--- src/common/acar_pkg.sv ---
// Behaviour
// RULE1: Bits 15:12 of every register word select the target register.
// RULE2: Lane select bit 8 at 0 drives results on lanes A and B.
// RULE3: Lane select bit 8 at 1 sends all results on lane A only.
// RULE4: Reset code 0x3c starts a soft reset; register contents stay unchanged.
// RULE5: Soft reset clears the alert flags except bit 8 and flushes oversampling and state machines.
// RULE6: Reset code 0xff starts a hard reset; registers return to defaults.
// RULE7: Any other reset field value has no effect.
// RULE8: Bit 9 sets on a write rejected by check code; clears on read.
// RULE9: Bit 8 sets when startup configuration data fails to load.
// RULE10: Bit 8 survives reads; only hard reset clears it and restarts setup.
// RULE11: Bit 5 sets when channel B result exceeds upper threshold; read clears.
// RULE12: Bit 4 sets when channel B result is below lower threshold; read clears.
// RULE13: Flag pin enable routes alerts to lane B only in one-lane mode.
// RULE14: A flag event coinciding with an alert read stays set after it.
package acar_pkg;

    localparam logic [3:0] ACAR_ADDR_CONFIG2 = 4'h2;
    localparam logic [3:0] ACAR_ADDR_ALERT = 4'h3;
    localparam int ACAR_ADDR_MSB = 15;
    localparam int ACAR_ADDR_LSB = 12;
    localparam int ACAR_LANE_BIT = 8;
    localparam int ACAR_RST_MSB = 7;
    localparam logic [7:0] ACAR_SOFT_CODE = 8'h3c;
    localparam logic [7:0] ACAR_HARD_CODE = 8'hff;
    localparam logic [15:0] ACAR_CONFIG2_RESET = 16'h0000;
    localparam logic [15:0] ACAR_ALERT_RESET = 16'h0000;
    localparam logic ACAR_LANE_RESET = 1'h0;
    localparam int ACAR_WCF_BIT = 9;
    localparam int ACAR_SETUP_BIT = 8;
    localparam int ACAR_OVER_BIT = 5;
    localparam int ACAR_UNDER_BIT = 4;

    typedef struct packed {
        logic write_check_fail;
        logic setup_fail;
        logic chan_b_over;
        logic chan_b_under;
    } acar_alert_s;

    localparam acar_alert_s ACAR_ALERT_CLEAR = 4'h0;

    typedef struct packed {
        logic valid;
        logic [15:0] word;
    } acar_word_s;

    typedef struct packed {
        logic valid;
        logic [15:0] result;
    } acar_sample_s;

endpackage : acar_pkg

--- src/acar_regs.sv ---
`timescale 1ns/1ps
`default_nettype none
module acar_regs
    import acar_pkg::*;
(
    input wire logic clk, // 125 MHz serial interface clock
    input wire logic rst_n, // Asynchronous reset, active low
    input wire acar_word_s wr, // Accepted register write word
    input wire logic rd_req, // Register read request
    input wire logic [3:0] rd_addr, // Register select of the read
    input wire logic write_check_fail_evt, // Write rejected by check code
    input wire logic setup_fail_evt, // Startup configuration load failed
    input wire acar_sample_s chan_b_sample, // Channel B conversion result
    input wire logic [15:0] thr_high, // Upper alert threshold
    input wire logic [15:0] thr_low, // Lower alert threshold
    input wire logic flag_pin_enable, // Alert indicator routing request
    output logic rd_valid_q, // Read data valid pulse
    output logic [15:0] rd_data_q, // Read data word
    output logic output_lane_select_q, // 1 selects one-lane output
    output logic lane_b_results_q, // Lane B carries conversion results
    output logic serial_out_lane_b_flag_q, // Alert level driven on lane B
    output logic soft_reset_q, // Soft reset pulse to internal blocks
    output logic hard_reset_q, // Hard reset pulse, restarts setup
    output acar_alert_s alert_q // Sticky alert flags
);

    wire wr_cfg = wr.valid &&
        (wr.word[ACAR_ADDR_MSB:ACAR_ADDR_LSB] == ACAR_ADDR_CONFIG2); // [RULE1]
    wire [7:0] rst_code = wr.word[ACAR_RST_MSB:0];
    wire soft_hit = wr_cfg && (rst_code == ACAR_SOFT_CODE); // [RULE4]
    wire hard_hit = wr_cfg && (rst_code == ACAR_HARD_CODE); // [RULE6]
    wire plain_cfg = wr_cfg && !soft_hit && !hard_hit; // [RULE7]
    wire rd_alert = rd_req && (rd_addr == ACAR_ADDR_ALERT); // [RULE1]
    wire rd_cfg = rd_req && (rd_addr == ACAR_ADDR_CONFIG2);

    // A soft reset leaves the register untouched, a hard one restores the default.
    wire lane_d = hard_hit ? ACAR_LANE_RESET : // [RULE6]
                  plain_cfg ? wr.word[ACAR_LANE_BIT] : // [RULE7]
                  output_lane_select_q; // [RULE4]

    wire over_evt = chan_b_sample.valid && (chan_b_sample.result > thr_high); // [RULE11]
    wire under_evt = chan_b_sample.valid && (chan_b_sample.result < thr_low); // [RULE12]

    // Events always win over a clear, so nothing raised in a clearing cycle is lost.
    wire sticky_clr = rd_alert || soft_hit || hard_hit; // [RULE5] [RULE8]
    wire [2:0] sticky_evt = {write_check_fail_evt, over_evt, under_evt};
    wire [2:0] sticky_now = {alert_q.write_check_fail, alert_q.chan_b_over,
        alert_q.chan_b_under};
    wire [2:0] sticky_nxt;

    // The three read-cleared flags share one behaviour, so they share one loop.
    for (genvar i = 0; i < 3; i++) begin : g_sticky
        assign sticky_nxt[i] = sticky_evt[i] || (sticky_now[i] && !sticky_clr); // [RULE14]
    end

    acar_alert_s alert_d;
    assign alert_d.write_check_fail = sticky_nxt[2]; // [RULE8]
    assign alert_d.setup_fail = setup_fail_evt ||
        (alert_q.setup_fail && !hard_hit); // [RULE9] [RULE10]
    assign alert_d.chan_b_over = sticky_nxt[1]; // [RULE11]
    assign alert_d.chan_b_under = sticky_nxt[0]; // [RULE12]

    // The indicator function only exists when lane B is free of results.
    wire flag_d = lane_d && flag_pin_enable && (|alert_d); // [RULE13]

    wire [15:0] cfg_word = {ACAR_ADDR_CONFIG2, 3'h0, output_lane_select_q, 8'h00};
    wire [15:0] alert_word = {ACAR_ADDR_ALERT, 2'h0, alert_q.write_check_fail,
        alert_q.setup_fail, 2'h0, alert_q.chan_b_over, alert_q.chan_b_under, 4'h0};
    wire [15:0] rd_data_d = rd_cfg ? cfg_word :
                            rd_alert ? alert_word :
                            {rd_addr, 12'h000}; // [RULE1]

    always_ff @(posedge clk or negedge rst_n) begin
        if (!rst_n) begin
            output_lane_select_q <= ACAR_LANE_RESET;
            lane_b_results_q <= !ACAR_LANE_RESET;
        end else begin
            output_lane_select_q <= lane_d; // [RULE2] [RULE3]
            lane_b_results_q <= !lane_d; // [RULE2] [RULE3]
        end
    end

    always_ff @(posedge clk or negedge rst_n) begin
        if (!rst_n) begin
            serial_out_lane_b_flag_q <= 1'h0;
        end else begin
            serial_out_lane_b_flag_q <= flag_d; // [RULE13]
        end
    end

    always_ff @(posedge clk or negedge rst_n) begin
        if (!rst_n) begin
            alert_q <= ACAR_ALERT_CLEAR;
        end else begin
            alert_q <= alert_d; // [RULE14]
        end
    end

    always_ff @(posedge clk or negedge rst_n) begin
        if (!rst_n) begin
            soft_reset_q <= 1'h0;
            hard_reset_q <= 1'h0;
        end else begin
            soft_reset_q <= soft_hit; // [RULE5]
            hard_reset_q <= hard_hit; // [RULE10]
        end
    end

    always_ff @(posedge clk or negedge rst_n) begin
        if (!rst_n) begin
            rd_valid_q <= 1'h0;
        end else begin
            rd_valid_q <= rd_req;
        end
    end

    always_ff @(posedge clk or negedge rst_n) begin
        if (!rst_n) begin
            rd_data_q <= ACAR_ALERT_RESET;
        end else begin
            rd_data_q <= rd_data_d;
        end
    end

    chk_addr_field: assert property (@(posedge clk) disable iff (!rst_n) // [RULE1]
        rd_req |=> rd_valid_q && rd_data_q[15:12] == $past(rd_addr))
        else $error("Read word does not carry its register select.");

    chk_two_lane: assert property (@(posedge clk) disable iff (!rst_n) // [RULE2]
        !output_lane_select_q |-> lane_b_results_q && !serial_out_lane_b_flag_q)
        else $error("Two-lane mode without results on lane B.");

    chk_one_lane: assert property (@(posedge clk) disable iff (!rst_n) // [RULE3]
        wr.valid && wr.word == 16'h2100 |=> output_lane_select_q && !lane_b_results_q)
        else $error("One-lane write did not take lane B off results.");

    chk_soft_keeps: assert property (@(posedge clk) disable iff (!rst_n) // [RULE4]
        soft_hit |=> soft_reset_q && !hard_reset_q &&
        output_lane_select_q == $past(output_lane_select_q))
        else $error("Soft reset changed the lane select or missed its pulse.");

    chk_soft_clear: assert property (@(posedge clk) disable iff (!rst_n) // [RULE5]
        soft_hit && !write_check_fail_evt && !over_evt && !under_evt |=>
        !alert_q.write_check_fail && !alert_q.chan_b_over && !alert_q.chan_b_under)
        else $error("Soft reset left a sticky alert flag set.");

    chk_hard_default: assert property (@(posedge clk) disable iff (!rst_n) // [RULE6]
        hard_hit && !setup_fail_evt |=> hard_reset_q && !output_lane_select_q &&
        !alert_q.setup_fail)
        else $error("Hard reset did not restore defaults.");

    chk_other_code: assert property (@(posedge clk) disable iff (!rst_n) // [RULE7]
        plain_cfg |=> !soft_reset_q && !hard_reset_q &&
        output_lane_select_q == $past(wr.word[ACAR_LANE_BIT]))
        else $error("Ignored reset code had an effect.");

    chk_wcf_clear: assert property (@(posedge clk) disable iff (!rst_n) // [RULE8]
        alert_q.write_check_fail && rd_alert && !write_check_fail_evt ##1
        rd_valid_q |-> rd_data_q[ACAR_WCF_BIT] && !alert_q.write_check_fail)
        else $error("Write check flag not reported then cleared by read.");

    chk_setup_set: assert property (@(posedge clk) disable iff (!rst_n) // [RULE9]
        setup_fail_evt |=> alert_q.setup_fail [*2] or
        (alert_q.setup_fail ##1 $past(hard_hit)))
        else $error("Startup load failure flag did not set.");

    chk_setup_read: assert property (@(posedge clk) disable iff (!rst_n) // [RULE10]
        alert_q.setup_fail && !hard_hit |=> alert_q.setup_fail)
        else $error("Startup load failure flag cleared without hard reset.");

    chk_over_set: assert property (@(posedge clk) disable iff (!rst_n) // [RULE11]
        chan_b_sample.valid && chan_b_sample.result > thr_high |=> alert_q.chan_b_over)
        else $error("Upper threshold crossing not flagged.");

    chk_under_set: assert property (@(posedge clk) disable iff (!rst_n) // [RULE12]
        chan_b_sample.valid && chan_b_sample.result < thr_low |=> alert_q.chan_b_under)
        else $error("Lower threshold crossing not flagged.");

    chk_flag_pin: assert property (@(posedge clk) disable iff (!rst_n) // [RULE13]
        serial_out_lane_b_flag_q |-> output_lane_select_q && (|alert_q) &&
        $past(flag_pin_enable))
        else $error("Alert driven on lane B outside one-lane mode.");

    chk_read_race: assert property (@(posedge clk) disable iff (!rst_n) // [RULE14]
        rd_alert && (write_check_fail_evt || over_evt || under_evt) |=>
        (alert_q.write_check_fail || alert_q.chan_b_over || alert_q.chan_b_under))
        else $error("Event lost in the cycle of an alert read.");

    chk_lane_inverse: assert property (@(posedge clk) disable iff (!rst_n) // [RULE3]
        output_lane_select_q |->
        !lane_b_results_q)
        else $error("Lane B still carries results in one-lane mode.");

    chk_lane_hold: assert property (@(posedge clk) disable iff (!rst_n) // [RULE2]
        !wr_cfg |=>
        $stable(output_lane_select_q))
        else $error("Lane select changed without a configuration write.");

    chk_read_strobe: assert property (@(posedge clk) disable iff (!rst_n) // [RULE1]
        !rd_req |=>
        !rd_valid_q)
        else $error("Read strobe raised without a read request.");

    chk_cfg_word: assert property (@(posedge clk) disable iff (!rst_n) // [RULE2]
        rd_cfg |=>
        rd_data_q == {ACAR_ADDR_CONFIG2, 3'h0, $past(output_lane_select_q), 8'h00})
        else $error("Configuration read word is wrong.");

    chk_wcf_word: assert property (@(posedge clk) disable iff (!rst_n) // [RULE8]
        rd_alert |=>
        rd_data_q[ACAR_WCF_BIT] == $past(alert_q.write_check_fail))
        else $error("Write check flag misreported on read.");

    chk_setup_word: assert property (@(posedge clk) disable iff (!rst_n) // [RULE10]
        rd_alert |=>
        rd_data_q[ACAR_SETUP_BIT] == $past(alert_q.setup_fail))
        else $error("Startup load flag misreported on read.");

    chk_over_word: assert property (@(posedge clk) disable iff (!rst_n) // [RULE11]
        rd_alert |=>
        rd_data_q[ACAR_OVER_BIT] == $past(alert_q.chan_b_over))
        else $error("Upper threshold flag misreported on read.");

    chk_under_word: assert property (@(posedge clk) disable iff (!rst_n) // [RULE12]
        rd_alert |=>
        rd_data_q[ACAR_UNDER_BIT] == $past(alert_q.chan_b_under))
        else $error("Lower threshold flag misreported on read.");

    chk_alert_rsvd: assert property (@(posedge clk) disable iff (!rst_n) // [RULE1]
        rd_alert |=>
        rd_data_q[11:10] == 2'h0 && rd_data_q[7:6] == 2'h0 && rd_data_q[3:0] == 4'h0)
        else $error("Reserved alert bits read nonzero.");

    chk_wcf_set: assert property (@(posedge clk) disable iff (!rst_n) // [RULE8]
        write_check_fail_evt |=>
        alert_q.write_check_fail)
        else $error("Write check failure not flagged.");

    chk_wcf_hold: assert property (@(posedge clk) disable iff (!rst_n) // [RULE8]
        alert_q.write_check_fail && !sticky_clr |=>
        alert_q.write_check_fail)
        else $error("Write check flag dropped without a clear.");

    chk_over_hold: assert property (@(posedge clk) disable iff (!rst_n) // [RULE11]
        alert_q.chan_b_over && !sticky_clr |=>
        alert_q.chan_b_over)
        else $error("Upper threshold flag dropped without a clear.");

    chk_under_hold: assert property (@(posedge clk) disable iff (!rst_n) // [RULE12]
        alert_q.chan_b_under && !sticky_clr |=>
        alert_q.chan_b_under)
        else $error("Lower threshold flag dropped without a clear.");

    chk_over_clear: assert property (@(posedge clk) disable iff (!rst_n) // [RULE11]
        alert_q.chan_b_over && rd_alert && !over_evt |=>
        !alert_q.chan_b_over)
        else $error("Upper threshold flag survived an alert read.");

    chk_under_clear: assert property (@(posedge clk) disable iff (!rst_n) // [RULE12]
        alert_q.chan_b_under && rd_alert && !under_evt |=>
        !alert_q.chan_b_under)
        else $error("Lower threshold flag survived an alert read.");

    chk_over_quiet: assert property (@(posedge clk) disable iff (!rst_n) // [RULE11]
        !alert_q.chan_b_over && !over_evt |=>
        !alert_q.chan_b_over)
        else $error("Upper threshold flag set without a crossing.");

    chk_under_quiet: assert property (@(posedge clk) disable iff (!rst_n) // [RULE12]
        !alert_q.chan_b_under && !under_evt |=>
        !alert_q.chan_b_under)
        else $error("Lower threshold flag set without a crossing.");

    chk_setup_quiet: assert property (@(posedge clk) disable iff (!rst_n) // [RULE9]
        !alert_q.setup_fail && !setup_fail_evt |=>
        !alert_q.setup_fail)
        else $error("Startup load flag set without a failure.");

    chk_pulse_quiet: assert property (@(posedge clk) disable iff (!rst_n) // [RULE7]
        !soft_hit && !hard_hit |=>
        !soft_reset_q && !hard_reset_q)
        else $error("Reset pulse without a reset code.");

    chk_flag_off: assert property (@(posedge clk) disable iff (!rst_n) // [RULE13]
        !flag_pin_enable |=>
        !serial_out_lane_b_flag_q)
        else $error("Alert driven on lane B while the indicator is off.");

    chk_flag_raise: assert property (@(posedge clk) disable iff (!rst_n) // [RULE13]
        lane_d && flag_pin_enable && (|alert_d) |=>
        serial_out_lane_b_flag_q)
        else $error("Alert not driven on lane B in one-lane mode.");

    chk_hard_clear: assert property (@(posedge clk) disable iff (!rst_n) // [RULE6]
        hard_hit && !write_check_fail_evt && !over_evt && !under_evt |=>
        !alert_q.write_check_fail && !alert_q.chan_b_over && !alert_q.chan_b_under)
        else $error("Hard reset left a sticky alert flag set.");

    cov_soft: cover property (@(posedge clk) disable iff (!rst_n)
        alert_q.chan_b_over ##1 soft_hit ##1 !alert_q.chan_b_over);

    cov_hard: cover property (@(posedge clk) disable iff (!rst_n)
        alert_q.setup_fail ##1 hard_hit ##1 hard_reset_q);

    cov_flag: cover property (@(posedge clk) disable iff (!rst_n)
        serial_out_lane_b_flag_q ##[1:20] rd_alert);

    cov_race: cover property (@(posedge clk) disable iff (!rst_n)
        rd_alert && write_check_fail_evt);

    cov_one_lane: cover property (@(posedge clk) disable iff (!rst_n)
        plain_cfg && wr.word[ACAR_LANE_BIT] ##1 output_lane_select_q);

endmodule : acar_regs
`default_nettype wire

--- config.mk ---
export PLATFORM = sky130hd
export DESIGN_NAME = acar_regs
export DESIGN_NICKNAME = d
export VERILOG_FILES = /design/src/common/acar_pkg.sv /design/src/acar_regs.sv
export SDC_FILE = /design/constraint.sdc
export NUM_CORES = 1
export LEC_CHECK = 0
export BUFFER_PORTS_ARGS = -buffer_cell sky130_fd_sc_hd__buf_2
export CAP_MARGIN = 20
export CORE_ASPECT_RATIO = 1.4
export CORE_UTILIZATION = 42
export CTS_CLUSTER_DIAMETER = 30
export DETAILED_ROUTE_END_ITERATION = 10
export PLACE_DENSITY = 0.8
export SKIP_LAST_GASP = 1
export SLEW_MARGIN = 5
export SYNTH_ARGS = -nofsm -noshare
export SYNTH_HDL_FRONTEND = slang
export SYNTH_SLANG_ARGS = --single-unit
--- constraint.sdc ---
create_clock -name clk -period 1.7 [get_ports clk]
set_input_delay 0.17 -clock clk [delete_from_list [all_inputs] [get_ports clk]]
set_output_delay 0.17 -clock clk [all_outputs]
set_load 0.05 [all_outputs]
Yosys cells after proc, flatten, opt, wreduce, memory -nomap -nowiden

Cells that the tools add are included.

Bits in registers: 26
Bits in latches: 0
Bits in writable memories: 0
ROM bits: 0
Input port bits: 76
Output and inout port bits: 26
Logic and storage cells: 48
Memories: 0

$add $sub $neg: 0
$mul: 0
Divide/modulo/power cells: 0
Order comparisons: 2
Equal/unequal tests: 5
Shifts and indexed selects: 0
Muxes and demuxes: 4
Bitwise operators: 0
Reduce and logical (&&, ||, !) cells: 26

Operator list:

| operator                                                               | count |
|---|---|
| 16-bit 2-to-1 mux                                                      | 2 |
| 16-bit > comparator                                                    | 1 |
| 16-bit < comparator                                                    | 1 |
| 1-bit logical AND                                                      | 15 |
| 4-bit by 2-bit equality test with 1-bit output (second input constant) | 3 |
| 8-bit by 6-bit equality test with 1-bit output (second input constant) | 1 |
| 8-bit equality test (second input constant)                            | 1 |
| 1-bit logical OR                                                       | 6 |
| 1-bit zero test                                                        | 4 |
| 4-bit OR reduction                                                     | 1 |
| 1-bit 2-to-1 mux                                                       | 2 |

Depth between registers and ports, before layout

Word-level depth: 10
Gate-level depth with buffers: 7

Worst setup path after synthesis

Ideal clock, no wire load.

Path type: input to register
From: input port thr_high[14]
To: register serial_out_lane_b_flag_q
Arrival: 1.669 ns
Setup slack: -0.095 ns
Stages on the path: 7
Path buffers: 0
Path through: inv_1 ha_1 a21oi_1 nand2_1 a221o_1 o311a_1 o311a_1

Longest elaborated chain between the ends: 5

Ends and longest elaborated chain:

| what                 | RTL line        | RTL |
|---|---|---|
| from (decl)          | acar_regs.sv:14 | `input wire logic [15:0] thr_high,` |
| 16-bit > comparator  | acar_regs.sv:41 | `wire over_evt = chan_b_sample.valid && (chan_b_sample.result > thr_high);` |
| 1-bit logical AND    | acar_regs.sv:41 |  |
| 1-bit logical OR     | acar_regs.sv:53 | `assign sticky_nxt[i] = sticky_evt[i] \|\| (sticky_now[i] && !sticky_clr);` |
| 4-bit OR reduction   | acar_regs.sv:64 | `wire flag_d = lane_d && flag_pin_enable && (\|alert_d);` |
| 1-bit logical AND    | acar_regs.sv:64 |  |
| via flag_d           | acar_regs.sv:64 |  |
| to (signal assigned) | acar_regs.sv:87 | `serial_out_lane_b_flag_q <= flag_d;` |
| to (decl)            | acar_regs.sv:21 | `output logic serial_out_lane_b_flag_q,` |

The timed path passes the listed nets, and every way through them passes these cells.

Worst setup path after layout

From: input port chan_b_sample[9] (netlist name)
To: register serial_out_lane_b_flag_q

Longest elaborated chain between the ends: 5
Elaborated cells on any way between the ends: 8
Those cells by class: order compare (2); reduce/logical (6)

Ends and longest elaborated chain:

| what                                                       | RTL line                         | RTL |
|---|---|---|
| from (decl)                                                | acar_regs.sv:13                  | `input wire acar_sample_s chan_b_sample,` |
| 16-bit < comparator or 16-bit > comparator (tied branches) | acar_regs.sv:42, acar_regs.sv:41 |  |
| 1-bit logical AND, on equally long branches                | acar_regs.sv:42, acar_regs.sv:41 |  |
| 1-bit logical OR                                           | acar_regs.sv:53                  |  |
| 4-bit OR reduction (*)                                     | acar_regs.sv:64                  |  |
| 1-bit logical AND (*)                                      | acar_regs.sv:64                  |  |
| via flag_d                                                 | acar_regs.sv:64                  |  |

Mark *: on every way through the listed nets, which the timed path passes. The rest lies on a longest branch.

==> impl_metrics.ini <==
[critical_path]
path_class = primary input to flip-flop
path_cells = buf_2 > ha_1 > nand4_1 > nor2_1 > a221o_1 > o311a_1 > o311a_1
cp-end-kind = flip-flop
crit_slowest_cell = o311a_1
crit_fanout = 3
critPathMaxStageDelay_ns = 0.33
cp.arrival_ns = 1.75
critPathRequiredTime_ns = 1.84
cp_common_cell = o311a_1
critPathLaunchType = primary input

[floorplan]
die_area_sq_mm = 0.00394
fp-row-count = 25
die_h_microns = 73.8
initial_core_util_pct = 45.0
ios = 102
die_width_microns = 53.3
core_sq_mm = 0.00344

[grt]
antenna_found_initial = 0
grt_pass1_vias = 1456
grt_start_max_net_pins = 19
gr-total-overflow = 0
grt_pass1_wl_microns = 5420
grt_util_all_layers_pct = 18.5

[hold_path]
hold_class = primary input to flip-flop

[logic_synthesis]
ys_ff_latch = 18
syn_area_sq_mm = 0.00155
synth_top_area_cell = dfrtp_1
yosysWarnings = 0
synth_seq_area_share_pct = 29.2
syn-instance-count = 168
yosysUniqueCellTypes = 38
synth_edf_count = 0
netlist.area_leader.share_pct = 27.5
synthTopCellsByArea = dfrtp_1 27%, ha_1 25%, inv_1 8.2%, buf_4 3.9%, a21o_1 3.4%
async_flop_share_pct = 100
synth_ff_type = dfrtp_1
avgSynthCellArea_sq_um = 9.21

[timing]
fmax_ghz = 0.622
timing.final.ws_setup_ns = 0.0926
hold_violations = 0
clock_skew_ns = 0.00239
fin_crit_sh_pct = 94.6
setup_viol = 0
finalMaxSlewViolations = 0
rsz0062_at_grt = no
holdWs_ns = 0.0335
min_period_ns = 1.61

[drt]
ant_nets = 0
viasPerCell = 4.95
drt-pass1-iter-count = 3
drtIter0Drc = 8
wirelength_microns = 3500
wl_per_cell_microns = 11.1
drc = 0
vias = 1565

[cts]
clk_path_buf_depth = 2
clk_pin_slew_ns = 0.06
post-cts-setup-buffers = 0
htreeDepth = 1
cts_inserted_buffers = 3
cts_hold_buf = 1
cts_tree = done
clkLatencyLatePin_ns = 0.25
cts-root-buf = clkbuf_8
cts.sinks = 18
ctsResizeCount = 0

[layout]
diodes = 0
drive_gt1_share_pct = 43.8
utilization_pct = 64.7
final_common_cell = buf_2
layout_common_cells = 90 x buf_2, 34 x inv_1, 29 x ha_1
fin_cells = 316
layout.nets = 384
area_growth_pct = 43.7

[placement]
dp_cells = 311
detailedPlace.worstSlack_ns = -0.183
hpwl_microns = 3230
io_buffer_count = 90
place_congestion = 0.798

[run]
maxCapViolCount = 0

[power_and_ir_drop]
ir_worst_vdd_mv = 0.468
p_leak_nw = 1.28
p_per_area_mw_per_mm2 = 585

[run_status]
status = complete, no violations
==> stage by stage <==
step                      TNS [ns]  power [mW]  area [sq um]
after floorplan                  0       0.780          1600
after global placement      -0.213       0.957          2160
after detailed placement    -0.279       0.968          2160
after CTS                        0        1.31          2220
after global routing             0        1.38          2220
final                            0        1.30          2220
==> worst paths after layout <==
kind | from | to | depth (start not counted) | slack (ns)
setup / recovery | chan_b_sample[9] | serial_out_lane_b_flag_q$_DFF_PN0_ | 7 | 0.09
hold / removal | rd_addr[1] | rd_data_q[13]$_DFF_PN0_ | 1 | 0.03
setup reg to reg | alert_q[3]$_DFF_PN0_ | serial_out_lane_b_flag_q$_DFF_PN0_ | 3 | 0.24
hold reg to reg | alert_q[0]$_DFF_PN0_ | alert_q[0]$_DFF_PN0_ | 1 | 0.51
max in group asynchronous | rst_n | lane_b_results_q$_DFF_PN1_ | 2 | 1.03
min in group asynchronous | rst_n | rd_valid_q$_DFF_PN0_ | 2 | 0.36
==> sequential cells by signal (all words and copies together) (netlist names) <==
name and count:
alert_q 4, hard_reset_q 1, lane_b_results_q 1, output_lane_select_q 1, rd_data_q 8, rd_valid_q 1
serial_out_lane_b_flag_q 1, soft_reset_q 1
==> worst max-delay path: cells and delay by family <==
kind,cells,cell delay [ns]
AOI/OAI and AO/OA,3,0.96
adders and majority gates,1,0.30
buffers and inverters,1,0.11
and+or+nand+nor,2,0.20
==> cell type report <==
cell class | instances | area [sq um]
clock buffer | 4 | 55.1
tap | 40 | 50.0
multi-input combinational | 111 | 945
fill | 326 | 1220
sequential | 18 | 452
timing repair buffer | 109 | 596
inverter | 34 | 128
==> routing by layer <==
layer / global-route usage, % / vias to the layer above / share of wire [%]
met4: 7.02 / 0 / 1.1
met3: 1.66 / 4 / 6.8
met1: 16.3 / 709 / 35
met2: 39.3 / 62 / 57
met5: 0 / - / 0
li1: - / 790 / -
==> where the power goes <==
part	internal [mW]	switching (mW)
Sequential	0.456	0.0104
Combinational	0.199	0.293
Clock	0.206	0.138
==> cell families after synthesis <==
| logic type | synth area share (%) |
|---|---|
| AOI/OAI and AO/OA | 15.4 |
| adders and majority gates | 25.1 |
| buffers and inverters | 13.1 |
| DFF | 29.2 |
| muxes | 0.647 |
| other | 0.242 |
| and+or+nand+nor | 16.4 |
==> cells in the mapped netlist (2+ instances only) <==
cell type and number:
a21o_1 7, nor4b_2 2, a221o_1 2, nand3_1 3
nand2_1 6, o311a_1 2, and2_1 3, nand2b_1 2
dfrtp_1 17, nor2_1 4, ha_1 31, nand4_1 8
buf_4 8, inv_1 34, nor3_1 4, a21oi_1 9
o21ai_0 2, clkbuf_1 4
Note: power is estimated with default switching activity, not from simulation.
